<file path="src/pkg/dpram_ctl_map.vh">
// timing counts and field constants for the dual-port ram port controller
`ifndef DPRAM_CTL_MAP_VH
`define DPRAM_CTL_MAP_VH

`define CLK_PERIOD_NS 10
// write-cycle minimums in ns (fastest grade)
`define T_WRITE_CYCLE_NS 15
`define T_ENABLE_TO_END_NS 12
`define T_ADDR_SETUP_NS 0
`define T_WRITE_PULSE_NS 12
`define T_WRITE_RECOVERY_NS 0
`define T_WRITE_DATA_SETUP_NS 10
`define T_WRITE_TO_HIZ_NS 10
`define T_WRITE_DATA_HOLD_NS 0
`define T_FLAG_WRITE_TO_READ_NS 5
`define T_FLAG_CONTENTION_NS 5
// read-side maxima in ns
`define T_ADDR_ACCESS_NS 15
`define T_ENABLE_ACCESS_NS 15
`define T_OE_ACCESS_NS 10
`define T_BUSY_RELEASE_TO_DATA_NS 18
`define T_OUTPUT_HIZ_NS 10

// op codes on i_op
`define OP_RAM_READ 2'h0
`define OP_RAM_WRITE 2'h1
`define OP_FLAG_READ 2'h2
`define OP_FLAG_WRITE 2'h3

`endif

</file>
<file path="src/hdl/phase_timer.v">
// down counter that measures one bus phase in whole clock cycles
`timescale 1ns/100ps
`default_nettype none

module phase_timer #(
   parameter W = 4
) (
   input wire i_clk,
   input wire i_rst,
   input wire i_load,
   input wire [W-1:0] i_count,
   output wire o_done
);

   reg [W-1:0] cnt_r;

   always @(posedge i_clk) begin
      if (i_rst) begin
         cnt_r <= {W{1'b0}};
      end else if (i_load) begin
         cnt_r <= i_count;
      end else if (cnt_r != {W{1'b0}}) begin
         cnt_r <= cnt_r - {{(W-1){1'b0}}, 1'b1};
      end
   end

   // done while the count sits at zero; a load term here would loop through the caller
   assign o_done = (cnt_r == {W{1'b0}});

endmodule // phase_timer

`default_nettype wire

</file>
<file path="src/hdl/dpram_port_ctl.v">
// host-side sequencer driving one port of an asynchronous dual-port static ram
`timescale 1ns/100ps
`default_nettype none
`include "dpram_ctl_map.vh"

module dpram_port_ctl #(
   parameter AW = 15,
   parameter DW = 8
) (
   input wire i_clk,
   input wire i_rst,
   // user side
   input wire i_req,
   input wire [1:0] i_op,
   input wire [AW-1:0] i_addr,
   input wire [DW-1:0] i_wdata,
   input wire i_busy_wait,
   output wire o_ready,
   output reg [DW-1:0] o_rdata,
   output reg o_rvalid,
   output wire o_done,
   // device pins
   output reg o_chip_sel_n,
   output reg o_flag_select_n,
   output reg o_rw_n,
   output reg o_out_en_n,
   output reg [AW-1:0] o_addr,
   input wire [DW-1:0] i_data,
   output reg [DW-1:0] o_data,
   output reg o_data_oe
);

   // ====================================================================
   // cycle counts
   // ====================================================================
   // least times round up, never below one cycle
   function [3:0] ceil_cyc;
      input integer ns;
      integer c;
      begin
         c = (ns + `CLK_PERIOD_NS - 1) / `CLK_PERIOD_NS;
         if (c < 1) begin
            c = 1;
         end
         ceil_cyc = c[3:0];
      end
   endfunction

   function integer max2;
      input integer a;
      input integer b;
      begin
         max2 = (a > b) ? a : b;
      end
   endfunction

   // strobe low: larger of pulse width, enable to end, and turnoff plus data setup
   localparam [3:0] WP_CYC = ceil_cyc(max2(max2(`T_WRITE_PULSE_NS, `T_ENABLE_TO_END_NS),
      `T_WRITE_TO_HIZ_NS + `T_WRITE_DATA_SETUP_NS));
   localparam [3:0] HOLD_CYC = ceil_cyc(`T_WRITE_DATA_HOLD_NS);
   localparam [3:0] REC_CYC = ceil_cyc(max2(`T_WRITE_CYCLE_NS - max2(`T_WRITE_PULSE_NS,
      `T_WRITE_TO_HIZ_NS + `T_WRITE_DATA_SETUP_NS), `T_WRITE_RECOVERY_NS));
   localparam [3:0] RD_CYC = ceil_cyc(max2(max2(`T_ADDR_ACCESS_NS, `T_ENABLE_ACCESS_NS),
      `T_OE_ACCESS_NS));
   localparam [3:0] BDD_CYC = ceil_cyc(`T_BUSY_RELEASE_TO_DATA_NS);
   localparam [3:0] FLAG_GAP_CYC = ceil_cyc(max2(`T_FLAG_WRITE_TO_READ_NS,
      `T_FLAG_CONTENTION_NS));
   localparam [3:0] RD_HIZ_CYC = ceil_cyc(`T_OUTPUT_HIZ_NS);

   // ====================================================================
   // sequencer
   // ====================================================================
   localparam [2:0] S_IDLE = 3'h0;
   localparam [2:0] S_SETUP = 3'h1;
   localparam [2:0] S_WPULSE = 3'h2;
   localparam [2:0] S_WHOLD = 3'h3;
   localparam [2:0] S_RACCESS = 3'h4;
   localparam [2:0] S_RBUSY = 3'h5;
   localparam [2:0] S_RECOVER = 3'h6;

   reg [2:0] state_r;
   reg is_wr_r;
   reg is_flag_r;
   reg load;
   reg [3:0] load_cnt;
   wire t_done;

   phase_timer #(.W(4)) u_timer (
      .i_clk(i_clk),
      .i_rst(i_rst),
      .i_load(load),
      .i_count(load_cnt),
      .o_done(t_done)
   );

   // requests accepted only from idle; flag read after flag write waits out the gap
   assign o_ready = (state_r == S_IDLE) && t_done;
   assign o_done = o_rvalid;

   always @* begin
      load = 1'b0;
      load_cnt = 4'h0;
      case (state_r)
         S_IDLE: begin
            if (i_req && o_ready) begin
               load = 1'b1;
               load_cnt = 4'h1;
            end
         end
         S_SETUP: begin
            if (t_done) begin
               load = 1'b1;
               // load the full pulse or access count; the two setup cycles spent with outputs off are not subtracted
               load_cnt = is_wr_r ? WP_CYC : RD_CYC;
            end
         end
         S_WPULSE: begin
            if (t_done) begin
               load = 1'b1;
               load_cnt = HOLD_CYC;
            end
         end
         S_WHOLD: begin
            if (t_done) begin
               load = 1'b1;
               load_cnt = is_flag_r ? FLAG_GAP_CYC : REC_CYC;
            end
         end
         S_RACCESS: begin
            if (t_done && i_busy_wait) begin
               load = 1'b1;
               load_cnt = BDD_CYC;
            end else if (t_done) begin
               load = 1'b1;
               load_cnt = RD_HIZ_CYC;
            end
         end
         S_RBUSY: begin
            if (t_done && !i_busy_wait) begin
               load = 1'b1;
               load_cnt = BDD_CYC;
            end else if (t_done) begin
               load = 1'b1;
               load_cnt = 4'h1;
            end
         end
         default: begin
            load = 1'b0;
         end
      endcase
   end

   always @(posedge i_clk) begin
      if (i_rst) begin
         state_r <= S_IDLE;
         is_wr_r <= 1'b0;
         is_flag_r <= 1'b0;
         o_chip_sel_n <= 1'b1;
         o_flag_select_n <= 1'b1;
         o_rw_n <= 1'b1;
         o_out_en_n <= 1'b1;
         o_addr <= {AW{1'b0}};
         o_data <= {DW{1'b0}};
         o_data_oe <= 1'b0;
         o_rdata <= {DW{1'b0}};
         o_rvalid <= 1'b0;
      end else begin
         o_rvalid <= 1'b0;
         case (state_r)
            S_IDLE: begin
               if (i_req && o_ready) begin
                  // address moves only while both select and strobe are high
                  o_addr <= i_addr;
                  o_data <= i_wdata;
                  is_wr_r <= i_op[0];
                  is_flag_r <= i_op[1];
                  state_r <= S_SETUP;
               end
            end
            S_SETUP: begin
               if (t_done) begin
                  // ram: chip low flag high; flag: chip high flag low
                  o_chip_sel_n <= is_flag_r;
                  o_flag_select_n <= ~is_flag_r;
                  if (is_wr_r) begin
                     // strobe falls with select so device outputs stay off
                     o_rw_n <= 1'b0;
                     o_out_en_n <= 1'b1;
                     // outputs already off: enable off and strobe with select
                     o_data_oe <= 1'b1;
                     state_r <= S_WPULSE;
                  end else begin
                     o_out_en_n <= 1'b0;
                     state_r <= S_RACCESS;
                  end
               end
            end
            S_WPULSE: begin
               if (t_done) begin
                  // strobe rises first so it alone ends the write
                  o_rw_n <= 1'b1;
                  state_r <= S_WHOLD;
               end
            end
            S_WHOLD: begin
               if (t_done) begin
                  // data released only after the hold past write end
                  o_data_oe <= 1'b0;
                  o_chip_sel_n <= 1'b1;
                  o_flag_select_n <= 1'b1;
                  o_rvalid <= 1'b1;
                  state_r <= S_RECOVER;
               end
            end
            S_RACCESS: begin
               if (t_done) begin
                  if (i_busy_wait) begin
                     // opposite port finishing a write here: extra wait
                     state_r <= S_RBUSY;
                  end else begin
                     o_rdata <= i_data;
                     o_rvalid <= 1'b1;
                     o_out_en_n <= 1'b1;
                     o_chip_sel_n <= 1'b1;
                     o_flag_select_n <= 1'b1;
                     state_r <= S_RECOVER;
                  end
               end
            end
            S_RBUSY: begin
               if (t_done && !i_busy_wait) begin
                  state_r <= S_RACCESS;
               end
            end
            S_RECOVER: begin
               // counted gap before the next phase may start
               if (t_done) begin
                  state_r <= S_IDLE;
               end
            end
            default: begin
               state_r <= S_IDLE;
            end
         endcase
      end
   end

endmodule // dpram_port_ctl

`default_nettype wire

</file>
<file path="config.mk">
export PLATFORM = sky130hd
export DESIGN_NAME = dpram_port_ctl
export DESIGN_NICKNAME = d
export VERILOG_FILES = /design/src/hdl/phase_timer.v /design/src/hdl/dpram_port_ctl.v
export VERILOG_INCLUDE_DIRS = /design/src /design/src/pkg
export SDC_FILE = /design/constraint.sdc
export NUM_CORES = 1
export LEC_CHECK = 0
export BUFFER_PORTS_ARGS = -buffer_cell sky130_fd_sc_hd__buf_4
export CAP_MARGIN = 20
export CORE_MARGIN = 2
export CORE_UTILIZATION = 48
export DETAILED_ROUTE_END_ITERATION = 8
export GPL_TIMING_DRIVEN = 0
export MAX_ROUTING_LAYER = met4
export PLACE_DENSITY = 0.79
export SKIP_LAST_GASP = 1
export SYNTH_ARGS = -nofsm -noshare
export SYNTH_HDL_FRONTEND = slang
export SYNTH_SLANG_ARGS = --single-unit
</file>
<file path="constraint.sdc">
create_clock -name i_clk -period 2.34 [get_ports i_clk]
set_input_delay 0.234 -clock i_clk [delete_from_list [all_inputs] [get_ports i_clk]]
set_output_delay 0.234 -clock i_clk [all_outputs]
set_load 0.03 [all_outputs]
</file>
==> metrics.cfg, run 1 <==
[worst_setup_path]
crit_path_top_delay_cell = nor4b_4
reg2regPathDepth = 7
critPathCaptureType = flop
r2r_setup_slack_ps = 300
cp-startpoint = u_timer.cnt_r[0]
start_kind = flop
worstPathArrival_ps = 2210
critPathMaxStageDelay_ps = 440
rr_startpoint = u_timer.cnt_r[0]
r2r-end = o_addr[4]
crit_path_cell_trace = inv_1 > ha_1 > nor4b_4 > nand3_1 > clkbuf_1 > nand2_1 > a21oi_1
crit_fanout = 10
criticalPathCategory = reg -> reg
crit_required_ps = 2510

[timing]
hold_slack_ps = 169
setup-violations-final = 0
fin_tns_setup_ps = 0
worst_pin_slew_ps = 704
rsz0062_at_grt = false
period_minus_slack_ps = 2040
relSlewSlack = 0.529
clock.fmax_mhz = 489
finalHoldViolCount = 0
fin_skew_ps = 4.82
drv_slew = 0
fin_crit_sh = 0.874

[synth]
async_reset_ff_frac = 0
ys.flop_type = dfxtp_1
synth_edf_count = 0
seq_area_frac_synth = 0.475
synth-seq-cells = 46
synth.distinct_cells = 42
syn_nets = 267
netlist.area_leader.share = 0.475
yosys_warnings = 0
avgSynthCellArea_um2 = 8.46
syn_area_um2 = 1940
yosysTopAreaCell = dfxtp_1
synthTopCellsByArea = dfxtp_1, nand2_1, a21oi_1
synthCells = 229

[floorplan]
chipHeight_um = 67.5
initial_core_util = 0.491
die_area_um2 = 4560
core_area_um2 = 3940
die_width_um = 67.5
io_pins = 76
row_count = 23

[cells_and_area]
nFillCells = 339
multi_input_area_um2 = 897
antenna_cells = 0
nNetsFinal = 348
regArea_um2 = 921
area.growth.synth_to_final_pct = 37.7
drive_above_1_share = 0.303

[route]
m1WireLength_um = 1910
drtIter0Drc = 72
wl_um = 4310
drc = 0
met2_length_um = 2020
via_per_inst = 5.13
antenna_left = 0
dr_total_vias = 1848
wl_met3_um = 316
dr.pass1.iters = 4
drt-wirelength-per-cell_um = 12.0
top_layer_used = met4

[hold_path]
min_to = o_rdata[4]
holdPathStages = 3
hold_path.startpoint = i_data[4]
hp-class = in -> reg

[clocking]
clk_pin_slew_ps = 80
cts.path.max_buffers = 2
ctsHoldBuffers = 0
numCtsBuffers = 5
root_buffer = clkbuf_8
htreeDepth = 2
cts_setup_buffers = 0
clock_latency_ps = 290
cts-resized-gates = 0
cts_tree = built
cts.sinks = 46

[grt]
grt_pass1_wl_um = 7080
overflow = 0
first_global_vias = 1664
grt_max_degree = 14
grt_antenna_before_repair = 0
track_usage = 0.210

[place]
place_hpwl_um = 3210
place.gp.congestion = 0.818
portBuffers = 74

[pwr]
power_density_nw_per_um2 = 1160
ir_drop_mv = 0.721
p_leak_nw = 1.17
p_total_mw = 3.09

[run_status]
outcome = complete, no violations

[job]
max-cap-violations = 0

==> state kept, by name (all words and copies together) (netlist names) <==
name             cells
is_flag_r            1
is_wr_r              1
o_addr              15
o_chip_sel_n         1
o_data               8
o_data_oe            1
o_done               1
o_flag_select_n      1
o_out_en_n           1
o_rdata              8
o_rw_n               1
state_r              3
u_timer.cnt_r        4
==> stage by stage <==
step	util	instance area [µm²]	worst slack, ps	std cells
2_1_floorplan	-	1940	587	229
3_3_place_gp	0.648	2550	352	353
3_5_place_dp	0.648	2550	328	353
4_1_cts	0.677	2670	302	360
5_1_grt	0.677	2670	110	360
6_report	0.677	2670	295	360
==> cells in the mapped netlist, types with 2 or more instances <==
library cell,instances
o32ai_1,3
buf_4,4
buf_2,2
o21ai_0,2
mux2_2,2
a21oi_1,32
nor2_1,14
a211oi_1,7
dfxtp_1,46
nand3_1,4
o211ai_1,2
nand2b_1,5
mux2i_1,8
nand2_1,56
or3b_1,2
buf_6,2
clkbuf_1,10
inv_1,4
==> layout by cell type, fill, tap and decap left out, drive strengths merged, types with 2 or more instances in the layout <==
cell type / Yosys / routed
mux2i: 8 / 8
a211oi: 7 / 7
o32ai: 3 / 3
inv: 4 / 4
nand2b: 5 / 5
dfxtp: 46 / 46
nand2: 56 / 56
buf: 9 / 83
o211ai: 2 / 2
o21ai: 2 / 2
a21oi: 32 / 32
nand3: 4 / 4
nor2: 14 / 14
or3b: 3 / 3
clkbuf: 10 / 16
mux2: 2 / 2
==> layout make-up <==
class / count / area share
sequential: 46 / 0.345
tap: 50 / 0.0235
timing repair buffer: 74 / 0.208
buffer: 19 / 0.0389
inverter: 4 / 0.00563
clock buffer: 6 / 0.0310
clock inverter: 1 / 0.0113
multi-input combinational: 160 / 0.336
==> worst max-delay path, delay by kind of cell (launching register included) <==
kind            cells  cell delay [ps]
compound gates      1               70
simple gates        3              900
fa+ha+maj           1              230
flops               1              340
buf+inv             2              370
==> how the worst max path moves through the flow <==
stage / end / cells after the start
after global routing: o_addr[4] / 7
final: o_addr[4] / 7
after CTS: o_addr[4] / 7
after global placement: o_addr[13] / 7
after floorplan: o_rdata[0] / 8
after detailed placement: o_addr[4] / 7
==> metal layers <==
metal  track usage  vias up
met1         0.255      840
met2         0.328       62
met5             -        -
met4        0.0816        0
met3        0.0633        5
li1              -      941
==> kinds of logic after synthesis <==
| kind of cell | count (synthesis) | synth area share |
|---|---|---|
| compound gates | 55 | 0.174 |
| xor+xnor | 1 | 0.00452 |
| fa+ha+maj | 1 | 0.00646 |
| buf+inv | 23 | 0.0614 |
| flops | 46 | 0.475 |
| mux | 10 | 0.0530 |
| simple gates | 93 | 0.225 |
==> report_power, final <==
| part | internal (mW) | switching, mW | leakage (nW) |
|---|---|---|---|
| sequential | 0.953 | 0.110 | 0.374 |
| combinational | 0.571 | 0.873 | 0.743 |
| clock | 0.341 | 0.245 | 0.0573 |
| total | 1.87 | 1.23 | 1.17 |
Power figures use the tool's default switching activity.
==> run 2, diff against run 1 <==
--- a/config.mk
+++ b/config.mk
@@ -9,12 +9,12 @@
 export BUFFER_PORTS_ARGS = -buffer_cell sky130_fd_sc_hd__buf_4
 export CAP_MARGIN = 20
 export CORE_MARGIN = 2
-export CORE_UTILIZATION = 48
+export CORE_UTILIZATION = 35
 export DETAILED_ROUTE_END_ITERATION = 8
 export GPL_TIMING_DRIVEN = 0
 export MAX_ROUTING_LAYER = met4
-export PLACE_DENSITY = 0.79
 export SKIP_LAST_GASP = 1
 export SYNTH_ARGS = -nofsm -noshare
 export SYNTH_HDL_FRONTEND = slang
+export SYNTH_HIERARCHICAL = 1
 export SYNTH_SLANG_ARGS = --single-unit
==> run 2 against run 1 <==
Compared with the run above:
- total power is 19% higher
- sequential share of layout area is 3.6 points lower
- critical path depth stayed put
- routed wire length is 37% higher
- count of clock-buffer cells in the layout is 1 lower
- sequential power hardly changed
- setup slack worse by 260 ps
- maximum frequency is 11% lower
- critical endpoint is now o_ready
- largest cell class is now multi-input gates
- largest power group unchanged
==> metrics.cfg, run 2 <==
[grt]
first_global_vias = 2046
overflow = 0
grt_max_degree = 17
grt_antenna_before_repair = 0
track_usage = 0.188
grt_pass1_wl_um = 9580

[timing]
setup-violations-final = 0
period_minus_slack_ps = 2300
relSlewSlack = 0.470
rsz0062_at_grt = true
worst_pin_slew_ps = 788
clock.fmax_mhz = 434
fin_skew_ps = 3.78
drv_slew = 0
finalHoldViolCount = 0
fin_crit_sh = 0.984

[worst_setup_path]
rr_startpoint = u_timer/cnt_r[0]
crit_required_ps = 2110
path_buf_inv = 4
criticalPathCategory = reg -> out
start_kind = flop
cp-startpoint = u_timer/cnt_r[0]
critPathCaptureType = primary output
r2r_setup_slack_ps = 190
crit_fanout = 10
crit_family = simple AND/OR/NAND/NOR gates
worstPathArrival_ps = 2070
crit_path_cell_trace = inv_1 > ha_2 > nor3b_4 > or4b_4 > inv_8 > buf_12 > buf_6
critPathMaxStageDelay_ps = 560
crit_path_top_delay_cell = or4b_4

[pwr]
swShare = 0.415
p_int_mw = 2.15
p_total_mw = 3.68
p_leak_nw = 1.20
ir_drop_mv = 0.600
p_switching_mw = 1.53
p_comb_frac = 0.548
power_density_nw_per_um2 = 1240
clock_power_share = 0.169
pwr-share-seq = 0.282

[clocking]
cts.sinks = 46
clk_pin_slew_ps = 90
numCtsBuffers = 5
cts.path.max_buffers = 2
htreeDepth = 2
root_buffer = clkbuf_8
cts_tree = built
clock_latency_ps = 300
ctsHoldBuffers = 0

[synth]
avgSynthCellArea_um2 = 8.47
synthTopCellsByArea = dfxtp_1, a21oi_1, nand3_1
netlist.area_leader.share = 0.433
synthTopCellsByCount = dfxtp_1, a21oi_1, nand3_1
yosys_warnings = 6
seq_area_frac_synth = 0.433
synth-seq-cells = 46
async_reset_ff_frac = 0
synthCells = 251
ys.flop_type = dfxtp_1
synthMostInstantiatedCell = dfxtp_1
yosysTopAreaCell = dfxtp_1
synth.distinct_cells = 49
syn_area_um2 = 2130
synth_edf_count = 0

[route]
drt-wirelength-per-cell_um = 14.1
dr_total_vias = 2182
drtIter0Drc = 136
drc = 0
via_per_inst = 5.23
wl_um = 5880
antenna_left = 0
dr.pass1.iters = 4

[floorplan]
die_width_um = 82.0
io_pins = 76
row_count = 28
chipHeight_um = 82.0
initial_core_util = 0.361
core_area_um2 = 5890
die_area_um2 = 6720

[place]
place_hpwl_um = 4080
place_inst = 402
place.gp.congestion = 0.822
placed_cell_area_um2 = 2790
portBuffers = 75

[run_status]
outcome = complete, no violations

[cells_and_area]
final_common_cell = buf_4
area.growth.synth_to_final_pct = 39.9
fin_cells = 417
drive_above_1_share = 0.336
regMostFlops = o_addr
nNetsFinal = 379
final_area_um2 = 2980
layout_common_cells = buf_4, dfxtp_1, a21oi_1
antenna_cells = 0
largest_reg_flops = 15
top_regs = o_addr (15), o_data (8), o_rdata (8)

[hold_path]
hp-class = in -> reg
hold_path.startpoint = i_rst

[job]
max-cap-violations = 0

## run 2: cell count changes in the layout (fill, tap and decap cells not counted), moves of 8 or more
cell,previous run,this run
nand2_1,56,5
nand3_1,4,36
o21ai_0,2,31
nor2_1,14,3
mux2i_1,8,0
## run 2: power by group through the flow
stage | registers (mW) | logic, mW | clock network, mW
after floorplan | 1.26 | 1.12 | 0
after global placement | 1.05 | 1.83 | 0
after detailed placement | 1.06 | 1.85 | 0
after CTS | 1.04 | 1.88 | 0.643
after global routing | 1.06 | 2.20 | 0.671
final | 1.04 | 2.02 | 0.624
## run 2: kinds of logic (layout without fill, tap and decap cells)
logic type	Yosys count	in the layout	share of synthesized area
other	1	2	0.00176
and+or+nand+nor	72	72	0.201
xor gates and xnor gates	3	3	0.0124
muxes	1	1	0.00529
buffers and inverters	34	124	0.0971
adders and majority gates	1	1	0.00588
DFF	46	46	0.433
AOI/OAI and AO/OA	93	93	0.244
## run 2: layout make-up
cell class                 count  area (µm²)
fill                         615        2910
multi-input combinational    172        1020
sequential                    46         921
timing repair buffer          83         627
buffer                        25         161
tap                           75        93.8
clock buffer                   5        68.8
clock inverter                 3        47.5
inverter                       8        37.5
## run 2: timing repair
item	in CTS	in global routing
buffers inserted	2	6
setup endpoints to repair	5	8
pin swaps	0	0
resized for setup	4	5
## run 2: final timing paths
| path | cells past startpoint | end |
|---|---|---|
| max reg2reg | 10 | u_timer/cnt_r[3] |
| max | 7 | o_ready |
| min reg2reg | 2 | o_addr[3] |
| min | 2 | u_timer/cnt_r[2] |
## run 2: metrics by stage
stage	hold WS [ps]	TNS (ps)	util	setup WS, ps
2_1_floorplan	313	0	-	350
3_5_place_dp	468	-580	0.474	-178
3_3_place_gp	462	-436	0.474	-145
5_1_grt	166	-56.2	0.506	-56.2
6_report	159	0	0.506	36.8
4_1_cts	150	-101	0.496	-101
## run 2: routing by layer
layer,global-route usage,wire [µm],vias up
met5,-,0,-
met3,0.0549,377,8
met4,0.0500,84,0
met1,0.237,2630,1028
li1,-,-,1080
met2,0.296,2790,66
